==> config.mk <==
export PLATFORM = sky130hd
export DESIGN_NAME = tcsf_status
export DESIGN_NICKNAME = d
export VERILOG_FILES = /design/src/common/tcsf_pkg.sv /design/src/core/tcsf_status.sv
export SDC_FILE = /design/constraint.sdc
export NUM_CORES = 1
export LEC_CHECK = 0
export BUFFER_PORTS_ARGS = -buffer_cell sky130_fd_sc_hd__buf_4
export CAP_MARGIN = 15
export CORE_ASPECT_RATIO = 1.75
export CORE_UTILIZATION = 57
export DETAILED_ROUTE_END_ITERATION = 8
export PLACE_DENSITY = 0.77
export SLEW_MARGIN = 40
export SYNTH_ARGS = -nofsm -noshare
export SYNTH_HDL_FRONTEND = slang
export SYNTH_SLANG_ARGS = --single-unit
==> constraint.sdc <==
create_clock -name CLOCK -period 3.55 [get_ports CLOCK]
set_input_delay 0.355 -clock CLOCK [delete_from_list [all_inputs] [get_ports CLOCK]]
set_output_delay 0.355 -clock CLOCK [all_outputs]
set_load 0.1 [all_outputs]
==> src/common/tcsf_pkg.sv <==
// Constants shared by the thermocouple status flag block
package tcsf_pkg;
	// Register byte offsets on the bus
	localparam logic [7:0] TCSF_ADDR_STATUS = 8'h00;
	localparam logic [7:0] TCSF_ADDR_IRQ_STATUS = 8'h04;
	localparam logic [7:0] TCSF_ADDR_IRQ_MASK = 8'h08;
	localparam logic [7:0] TCSF_ADDR_HOT = 8'h0C;
	localparam logic [7:0] TCSF_ADDR_DIFF = 8'h10;
	localparam logic [7:0] TCSF_ADDR_COLD = 8'h14;
	localparam logic [7:0] TCSF_ADDR_ALERT_SRC = 8'h18;
	localparam logic [7:0] TCSF_ADDR_LIMIT0 = 8'h1C;
	localparam logic [7:0] TCSF_LIMIT_STRIDE = 8'h04;
	// Status bit positions
	localparam int TCSF_BIT_BURST = 7;
	localparam int TCSF_BIT_CONV = 6;
	localparam int TCSF_BIT_SHORT = 5;
	localparam int TCSF_BIT_RANGE = 4;
	localparam int TCSF_NUM_ALERTS = 4;
	// Widths
	localparam int TCSF_FLAG_W = 8;
	localparam int TCSF_TEMP_W = 16;
	localparam int TCSF_DATA_W = 32;
	localparam int TCSF_AOFS_W = 8;
	// Reset values
	localparam logic [7:0] TCSF_FLAGS_RST = 8'h00;
	localparam logic [15:0] TCSF_TEMP_RST = 16'h0000;
	localparam logic [3:0] TCSF_SRC_RST = 4'h0;
	localparam logic [31:0] TCSF_DATA_RST = 32'h00000000;
	// Bus encodings
	localparam logic [1:0] TCSF_HRESP_OKAY = 2'h0;
endpackage

==> src/core/tcsf_status.sv <==
// Thermocouple converter status flags, result hold logic and bus slave
`timescale 1ns/1ns
module tcsf_status
	import tcsf_pkg::*;
#(
	parameter bit FAULT_DETECT = 1'b1,
	parameter int NUM_ALERTS = TCSF_NUM_ALERTS
) (
	// Clock and synchronous reset
	input wire logic CLOCK,
	input wire logic RST,
	// AHB-Lite slave
	input wire logic HSEL,
	input wire logic [31:0] HADDR,
	input wire logic [1:0] HTRANS,
	input wire logic HWRITE,
	input wire logic [2:0] HSIZE,
	input wire logic [31:0] HWDATA,
	input wire logic HREADY,
	output logic [31:0] HRDATA,
	output logic HREADYOUT,
	output logic [1:0] HRESP,
	// Conversion engine results
	input wire logic CONV_DONE,
	input wire logic BURST_DONE,
	input wire logic [15:0] CONV_HOT,
	input wire logic [15:0] CONV_DIFF,
	input wire logic [15:0] CONV_COLD,
	input wire logic EMF_OVER_RANGE,
	input wire logic SUM_OVER_RANGE,
	// Fault sense front end
	input wire logic SHORT_DETECT,
	input wire logic OPEN_DETECT,
	// Interrupt and alert outputs
	output logic IRQ,
	output logic [3:0] ALERT_STATE
);

	// Bus request decode
	logic addr_take; // Valid transfer seen in address phase
	logic rd_take; // Read address phase
	logic [7:0] addr_ofs; // Offset of the address phase
	logic wr_q_reg; // Write pending in data phase
	logic [7:0] addr_q_reg; // Offset held for the data phase
	logic [31:0] rdata_reg; // Registered read data
	logic [31:0] rd_value; // Read mux output

	// Flag and result state
	logic burst_reg;
	logic burst_next;
	logic conv_reg;
	logic conv_next;
	logic range_reg; // Range fault of the latest conversion
	logic [15:0] hot_reg;
	logic [15:0] diff_reg;
	logic [15:0] cold_reg;
	logic [3:0] alert_src_reg; // Per alert: 1 picks cold junction
	logic [15:0] limit_reg [NUM_ALERTS];
	logic [NUM_ALERTS-1:0] alert_bits;
	logic short_bit;
	logic range_bit;
	logic [7:0] status_value; // Flag byte as software sees it

	// Interrupt state
	logic [7:0] irq_reg;
	logic [7:0] irq_next;
	logic [7:0] mask_reg;
	logic [5:0] prev_reg; // Level flags last cycle, for rise events
	logic [7:0] event_vec;
	logic irq_rd_clr;

	// Data phase write strobes
	logic wr_status;
	logic wr_mask;
	logic wr_src;

	// Address phase decode
	assign addr_take = HSEL && HREADY && HTRANS[1];
	assign rd_take = addr_take && !HWRITE;
	assign addr_ofs = HADDR[TCSF_AOFS_W-1:0];
	assign wr_status = wr_q_reg && (addr_q_reg == TCSF_ADDR_STATUS);
	assign wr_mask = wr_q_reg && (addr_q_reg == TCSF_ADDR_IRQ_MASK);
	assign wr_src = wr_q_reg && (addr_q_reg == TCSF_ADDR_ALERT_SRC);
	// Read clear acts at the address phase, same edge as data capture
	assign irq_rd_clr = rd_take && (addr_ofs == TCSF_ADDR_IRQ_STATUS);

	// Slave never stalls and never errors
	assign HREADYOUT = 1'b1;
	assign HRESP = TCSF_HRESP_OKAY;
	assign HRDATA = rdata_reg;

	// Address phase capture for writes
	always_ff @(posedge CLOCK) begin
		if (RST) begin
			wr_q_reg <= 1'b0;
			addr_q_reg <= TCSF_ADDR_STATUS;
		end else begin
			wr_q_reg <= addr_take && HWRITE;
			addr_q_reg <= addr_ofs;
		end
	end

	// Read mux, unmapped offsets read zero
	always_comb begin
		rd_value = TCSF_DATA_RST;
		case (addr_ofs)
			TCSF_ADDR_STATUS: rd_value[7:0] = status_value;
			TCSF_ADDR_IRQ_STATUS: rd_value[7:0] = irq_reg;
			TCSF_ADDR_IRQ_MASK: rd_value[7:0] = mask_reg;
			TCSF_ADDR_HOT: rd_value[15:0] = hot_reg;
			TCSF_ADDR_DIFF: rd_value[15:0] = diff_reg;
			TCSF_ADDR_COLD: rd_value[15:0] = cold_reg;
			TCSF_ADDR_ALERT_SRC: rd_value[3:0] = alert_src_reg;
			default: rd_value = TCSF_DATA_RST;
		endcase
		// Alert limit words follow each other
		for (int k = 0; k < NUM_ALERTS; k++) begin
			if (addr_ofs == TCSF_ADDR_LIMIT0 + TCSF_LIMIT_STRIDE * 8'(k))
				rd_value[15:0] = limit_reg[k];
		end
	end

	// Read data register, held through the data phase
	always_ff @(posedge CLOCK) begin
		if (RST)
			rdata_reg <= TCSF_DATA_RST;
		else if (rd_take)
			rdata_reg <= rd_value;
	end

	// Completion flags: a new event beats a clear in the same cycle
	assign burst_next = BURST_DONE
		|| (burst_reg && !(wr_status && !HWDATA[TCSF_BIT_BURST]));
	assign conv_next = CONV_DONE
		|| (conv_reg && !(wr_status && !HWDATA[TCSF_BIT_CONV]));

	// Flag registers; read-only bits ignore writes
	always_ff @(posedge CLOCK) begin
		if (RST) begin
			burst_reg <= 1'b0;
			conv_reg <= 1'b0;
		end else begin
			burst_reg <= burst_next;
			conv_reg <= conv_next;
		end
	end

	// Result registers, hold pattern depends on which range failed
	always_ff @(posedge CLOCK) begin
		if (RST) begin
			hot_reg <= TCSF_TEMP_RST;
			diff_reg <= TCSF_TEMP_RST;
			cold_reg <= TCSF_TEMP_RST;
			range_reg <= 1'b0;
		end else if (CONV_DONE) begin
			// Cold junction always refreshes
			cold_reg <= CONV_COLD;
			// EMF overrange freezes hot and difference
			if (!EMF_OVER_RANGE)
				diff_reg <= CONV_DIFF;
			// Sum overrange freezes only hot
			if (!EMF_OVER_RANGE && !SUM_OVER_RANGE)
				hot_reg <= CONV_HOT;
			range_reg <= EMF_OVER_RANGE || SUM_OVER_RANGE;
		end
	end

	// Short bit and the open input term exist only on the detecting variant
	assign short_bit = FAULT_DETECT && SHORT_DETECT;
	// Open input drives EMF past range, so it shares the range bit
	assign range_bit = range_reg || (FAULT_DETECT && OPEN_DETECT);

	// Alert comparators, one per limit
	genvar gi;
	generate
		for (gi = 0; gi < NUM_ALERTS; gi++) begin : g_alert
			logic [15:0] alert_temp; // Selected junction temperature
			logic lim_wr;
			assign alert_temp = alert_src_reg[gi] ? cold_reg : hot_reg;
			// Strictly above the limit; equal reads zero
			assign alert_bits[gi] =
				$signed(alert_temp) > $signed(limit_reg[gi]);
			assign lim_wr = wr_q_reg && (addr_q_reg ==
				TCSF_ADDR_LIMIT0 + TCSF_LIMIT_STRIDE * 8'(gi));
			// Limit register
			always_ff @(posedge CLOCK) begin
				if (RST)
					limit_reg[gi] <= TCSF_TEMP_RST;
				else if (lim_wr)
					limit_reg[gi] <= HWDATA[TCSF_TEMP_W-1:0];
			end
		end
	endgenerate

	assign status_value = {burst_reg, conv_reg, short_bit, range_bit,
		alert_bits};
	assign ALERT_STATE = alert_bits;

	// Interrupt events: completions as pulses, levels on their rise
	assign event_vec = {BURST_DONE, CONV_DONE,
		status_value[5:0] & ~prev_reg};
	// Event wins over a read clear in the same cycle
	assign irq_next = event_vec | (irq_reg & ~{TCSF_FLAG_W{irq_rd_clr}});
	assign IRQ = |(irq_reg & mask_reg);

	// Interrupt, mask and source select registers
	always_ff @(posedge CLOCK) begin
		if (RST) begin
			irq_reg <= TCSF_FLAGS_RST;
			mask_reg <= TCSF_FLAGS_RST;
			prev_reg <= TCSF_FLAGS_RST[5:0];
			alert_src_reg <= TCSF_SRC_RST;
		end else begin
			irq_reg <= irq_next;
			prev_reg <= status_value[5:0];
			if (wr_mask)
				mask_reg <= HWDATA[TCSF_FLAG_W-1:0];
			if (wr_src)
				alert_src_reg <= HWDATA[3:0];
		end
	end
endmodule // tcsf_status

# Word-level counts from Yosys, hierarchy flattened

Memories as Yosys holds them, arrays and structs flattened.
Index checks and enable logic that the tools add are counted.

Order comparisons: 4
Equality and inequality tests: 16
Multiplexer cells: 29
Bitwise gates (word level): 11
Reductions and logical operators: 33

Operators with widths:

| operator                                      | count |
|---|---|
| two-way mux 16 bit                            | 12 |
| > comparator 16 bit                           | 4 |
| == test 8 x 5 -> 1 bit, second input constant | 6 |
| == test 8 x 6 -> 1 bit, second input constant | 6 |
| case mux 4 bit (7 select lines)               | 1 |
| == test 8 x 4 -> 1 bit, second input constant | 3 |
| case mux 4 bit (6 select lines)               | 1 |
| case mux 8 bit (3 select lines)               | 1 |
| logical AND 1 bit                             | 17 |
| bitwise AND 8 bit                             | 2 |
| zero test 8 bit                               | 2 |
| two-way mux 1 bit                             | 14 |
| == test 8 x 3 -> 1 bit, second input constant | 1 |
| inverter 8 bit                                | 1 |
| OR 8 bit                                      | 1 |
| OR reduction 8 bit                            | 1 |
| zero test 1 bit                               | 7 |
| bitwise AND 6 bit                             | 1 |
| inverter 6 bit                                | 1 |
| logical OR 1 bit                              | 4 |
| OR 1 bit                                      | 4 |
| AND reduction 2 bit                           | 2 |
| inverter 1 bit                                | 1 |

Flip-flop bits (word level): 102
RAM bits: 64
Bits of input ports: 128
Output and inout bits: 40
Word-level logic and storage cells: 107
Memories: 1

Memory list:

| name      | words | bits a word | read ports | clocked after memory_dff | write ports | RTL line          | source |
|---|---|---|---|---|---|---|---|
| limit_reg | 4     | 16          | 4          | 0                        | 4           | tcsf_status.sv:58 | `logic [15:0] limit_reg [NUM_ALERTS];` |

# Depth between registers and ports, before layout

Depth in word-level cells: 7
Mapped depth: 10
Gate-level depth less buffers: 8

# Worst setup path before layout

No wires, ideal clock.

Kind: reg2out
Start: reg alert_src_reg[0]
End: out ALERT_STATE[0]
Arrival time: 3841 ps
Data required time: 3195 ps
Setup slack: -646 ps
Stages on the path, launching flop included: 11
Buffers on the path: 2
Path through: dfxtp_1 clkbuf_1 buf_1 mux2_2 ha_1 and4_1 nand2_1 o221ai_1 nor4b_2 xnor2_1 nor2_1

Cells in the longest elaborated chain, start to end: 2

Ends and longest elaborated chain:

| element                | RTL line           | source |
|---|---|---|
| start, declared        | tcsf_status.sv:57  | `logic [3:0] alert_src_reg;` |
| start signal, assigned | tcsf_status.sv:219 | `alert_src_reg <= HWDATA[3:0];` |
| two-way mux 16 bit     | tcsf_status.sv:179 | `assign alert_temp = alert_src_reg[gi] ? cold_reg : hot_reg;` |
| > comparator 16 bit    | tcsf_status.sv:182 | `$signed(alert_temp) > $signed(limit_reg[gi]);` |
| end, declared          | tcsf_status.sv:36  | `output logic [3:0] ALERT_STATE` |

No other way between the ends.

# Final worst setup path

Start: reg alert_src_reg[2]
End: out ALERT_STATE[2]

The elaborated chain is that of the path after synthesis.

==> run metrics <==
overall via count from detail_route 8717; max reg flops 64; Clock Tree Buf Depth 2; synth warn 0; Gate Count Post-Synth 1067; number of fillers in the final layout 1375; grt total ovfl 0; hold crit path type in -> reg; first-pass GRT wire length 48300 um; Yosys top cell area share 20.5%; Max-slew headroom between 40 and 50%; asr flop ratio synth 0%; Worst-path clk slew 0.07 ns; sequential-to-total area share from yosys stat 39.8%; H-tree levels 4; post-synth cell types 70; total power 0.00470 W; PwrDens 398 mW/mm^2; outcome complete, no violations; Die ar. between 0.015 and 0.02 mm^2; Leakage 4.98 nW; CP required 3.19 ns; syn_area_per_cell 9.34 um^2; worst path arrival time between 3 and 4 ns; EDFF count, synth 64; compound-cell area share of the yosys netlist 13.8%; via count of the first global-routing pass 8586; Setup Crit Path Kind reg -> out; CTS root buf clkbuf_16; most frequent cells in the layout 139 x buf_4, 101 x nand2_1, 99 x dfxtp_1; post-route minimum period 3.49 ns; total CTS buffers 17; Final Max Tran Viols 0; Rows 63; antenna violations before repair 1; die width 102 um; GP Congestion 1.02; fin nets 1368; Clock Sinks roughly 170; hold-critical path depth 3; Top FF cell, synth dfxtp_1; CTS tree built; Slew @ Worst Pin 0.768 ns; Multi-input gate area 0.00554 mm^2; Final Cycle Share 98.3%; GRT Total Usage around 37%; layout cell share with drive strength beyond 1 23.4%; Synth Cell Area 0.00996 mm^2; Synth Area in XOR/XNOR 0.264%; commonest non-fill, non-tap cell in the layout buf_4; number of vias per cell between 6 and 7; Placeable Area 0.0170 mm^2; Chip Height 177 um; synthesis-to-finish area growth 18.4%; Synth area leader dfxtp_1; kind of start point of the critical path flop; detailed placer's ending HPWL 23500 um; Post-Synth Adder-Cell Area 8.04%; top cells by area, synth dfxtp_1 20%, edfxtp_1 19%, ha_1 8.0%; Post-Route Skew 0.0106 ns; IO Count ~170; routed len/inst 22.5 um; R2R cell count 12; ANT cells 0; maximum vdd ir drop approximately 0.37 mV; Register Area 0.00398 mm^2; nature of the critical path endpoint primary output; setup tns final 0 ns; Synth Register Bits 166; # setup viols final 0; DRT antenna net count 0; final wirelength 31900 um; DRC 0; count of port buffers added during placement approximately 100; max cap viols 0; initial DRC count 777; later-pin clock latency in the skew report between 0.4 and 0.5 ns; largest net degree at the start of global routing 72; Fin. Hold Viols 0; largest family of logic cells by synthesized area simple AND/OR/NAND/NOR gates; RSZ-0062 raised after global routing true; Post-Synth Simple-Gate Area 19.0%; starting density of the core about three fifths; multiplexer share of the synthesized area 12.4%; CP Max Fanout 7; FMAX 286 MHz; R2R Setup Slk about 0.68 ns; drt pass-1 iters 6
==> cell usage after synthesis, types with 3 or more instances <==
master / instances
nand3_1: 14
and4_1: 6
o21ai_1: 3
buf_2: 11
mux4_2: 3
nand4_1: 17
mux2_2: 63
o31ai_1: 8
nor3_1: 17
a221o_1: 3
o21ai_0: 33
nand2b_1: 8
edfxtp_1: 64
nand3b_1: 3
buf_4: 26
nor2_1: 76
nor2b_1: 20
and2_1: 68
inv_1: 69
o211ai_1: 5
buf_1: 5
o22ai_1: 6
o21bai_1: 4
clkbuf_1: 33
a32o_1: 5
dfxtp_1: 102
a31oi_1: 4
xnor2_1: 3
a21o_1: 8
a211oi_1: 9
a222oi_1: 7
a32oi_1: 4
a21oi_1: 83
nor3b_1: 4
or2_2: 5
a22oi_1: 7
o21a_1: 3
a221oi_1: 4
mux2i_1: 46
ha_1: 64
nand2_1: 102
==> kinds of logic after synthesis <==
group | Yosys count
mux | 112
fa+ha+maj | 64
compound gates | 215
other cells | 2
buf+inv | 144
xor+xnor | 3
simple gates | 361
flops | 166
==> where the power goes <==
part	switching, W	leakage [nW]	internal, W
combinational	0.000469	3.21	0.000257
sequential	0.0000848	1.49	0.00205
clock	0.000851	0.289	0.000986
==> through the flow <==
| stage | instance area [um^2] | utilization [%] | instances | hold WS (ns) | setup slack [ns] |
|---|---|---|---|---|---|
| 6_report | 11800 | 69.3 | 1416 | 0.153 | 0.0586 |
| 5_1_grt | 11800 | 69.3 | 1416 | 0.154 | -0.00230 |
| 4_1_cts | 11700 | 68.5 | 1414 | 0.143 | -0.00716 |
| 3_5_place_dp | 11100 | 64.9 | 1380 | 0.405 | 0.161 |
| 3_3_place_gp | 11000 | 64.8 | 1379 | 0.399 | 0.149 |
| 2_1_floorplan | 10000 | - | 1084 | 0.394 | 0.0772 |
==> critical path: stages, from the launching register on <==
cell      delay, ns
dfxtp_4        0.44
mux2_2         0.35
ha_1           0.29
nand4_1        0.24
nor3_2         0.24
buf_4          0.17
a21boi_4       0.19
buf_6          0.14
nor4_4         0.04
xnor2_1        0.13
buf_4          0.17
nor2_4         0.10
buf_12         0.18
==> layout make-up <==
class,count,share of cell area (%)
multi-input cells,774,46.9
flip-flops and latches,166,33.7
repair buffers,148,10.0
clock buffers,20,4.05
well taps,227,2.41
inverters,69,2.20
clock inverters,12,0.721
==> repair_timing <==
| item | in CTS | in global routing |
|---|---|---|
| setup endpoints to repair | 4 | 4 |
| pin swaps | 3 | 6 |
| hold buffers | 0 | 0 |
| gates cloned | 0 | 0 |
| resized for setup | 12 | 21 |
| buffers inserted | 2 | 2 |
==> path summary, 6_finish.rpt <==
kind / endpoint / from
min: cold_reg[14] / CONV_COLD[14]
min reg2reg: irq_reg[1] / prev_reg[1]
max reg2reg: irq_reg[2] / alert_src_reg[2]
max: ALERT_STATE[2] / alert_src_reg[2]
==> routing by layer <==
| metal | vias to the layer above | share of wire (%) | wire [um] | global-route usage (%) |
|---|---|---|---|---|
| met2 | 473 | 47 | 15100 | 60.5 |
| met4 | 0 | 7.2 | 2300 | 23.2 |
| li1 | 4007 | - | - | - |
| met1 | 4099 | 38 | 12200 | 44.2 |
| met5 | - | 0 | 0 | 0 |
| met3 | 138 | 7.2 | 2280 | 5.29 |
Power figures use the tool's default switching activity.
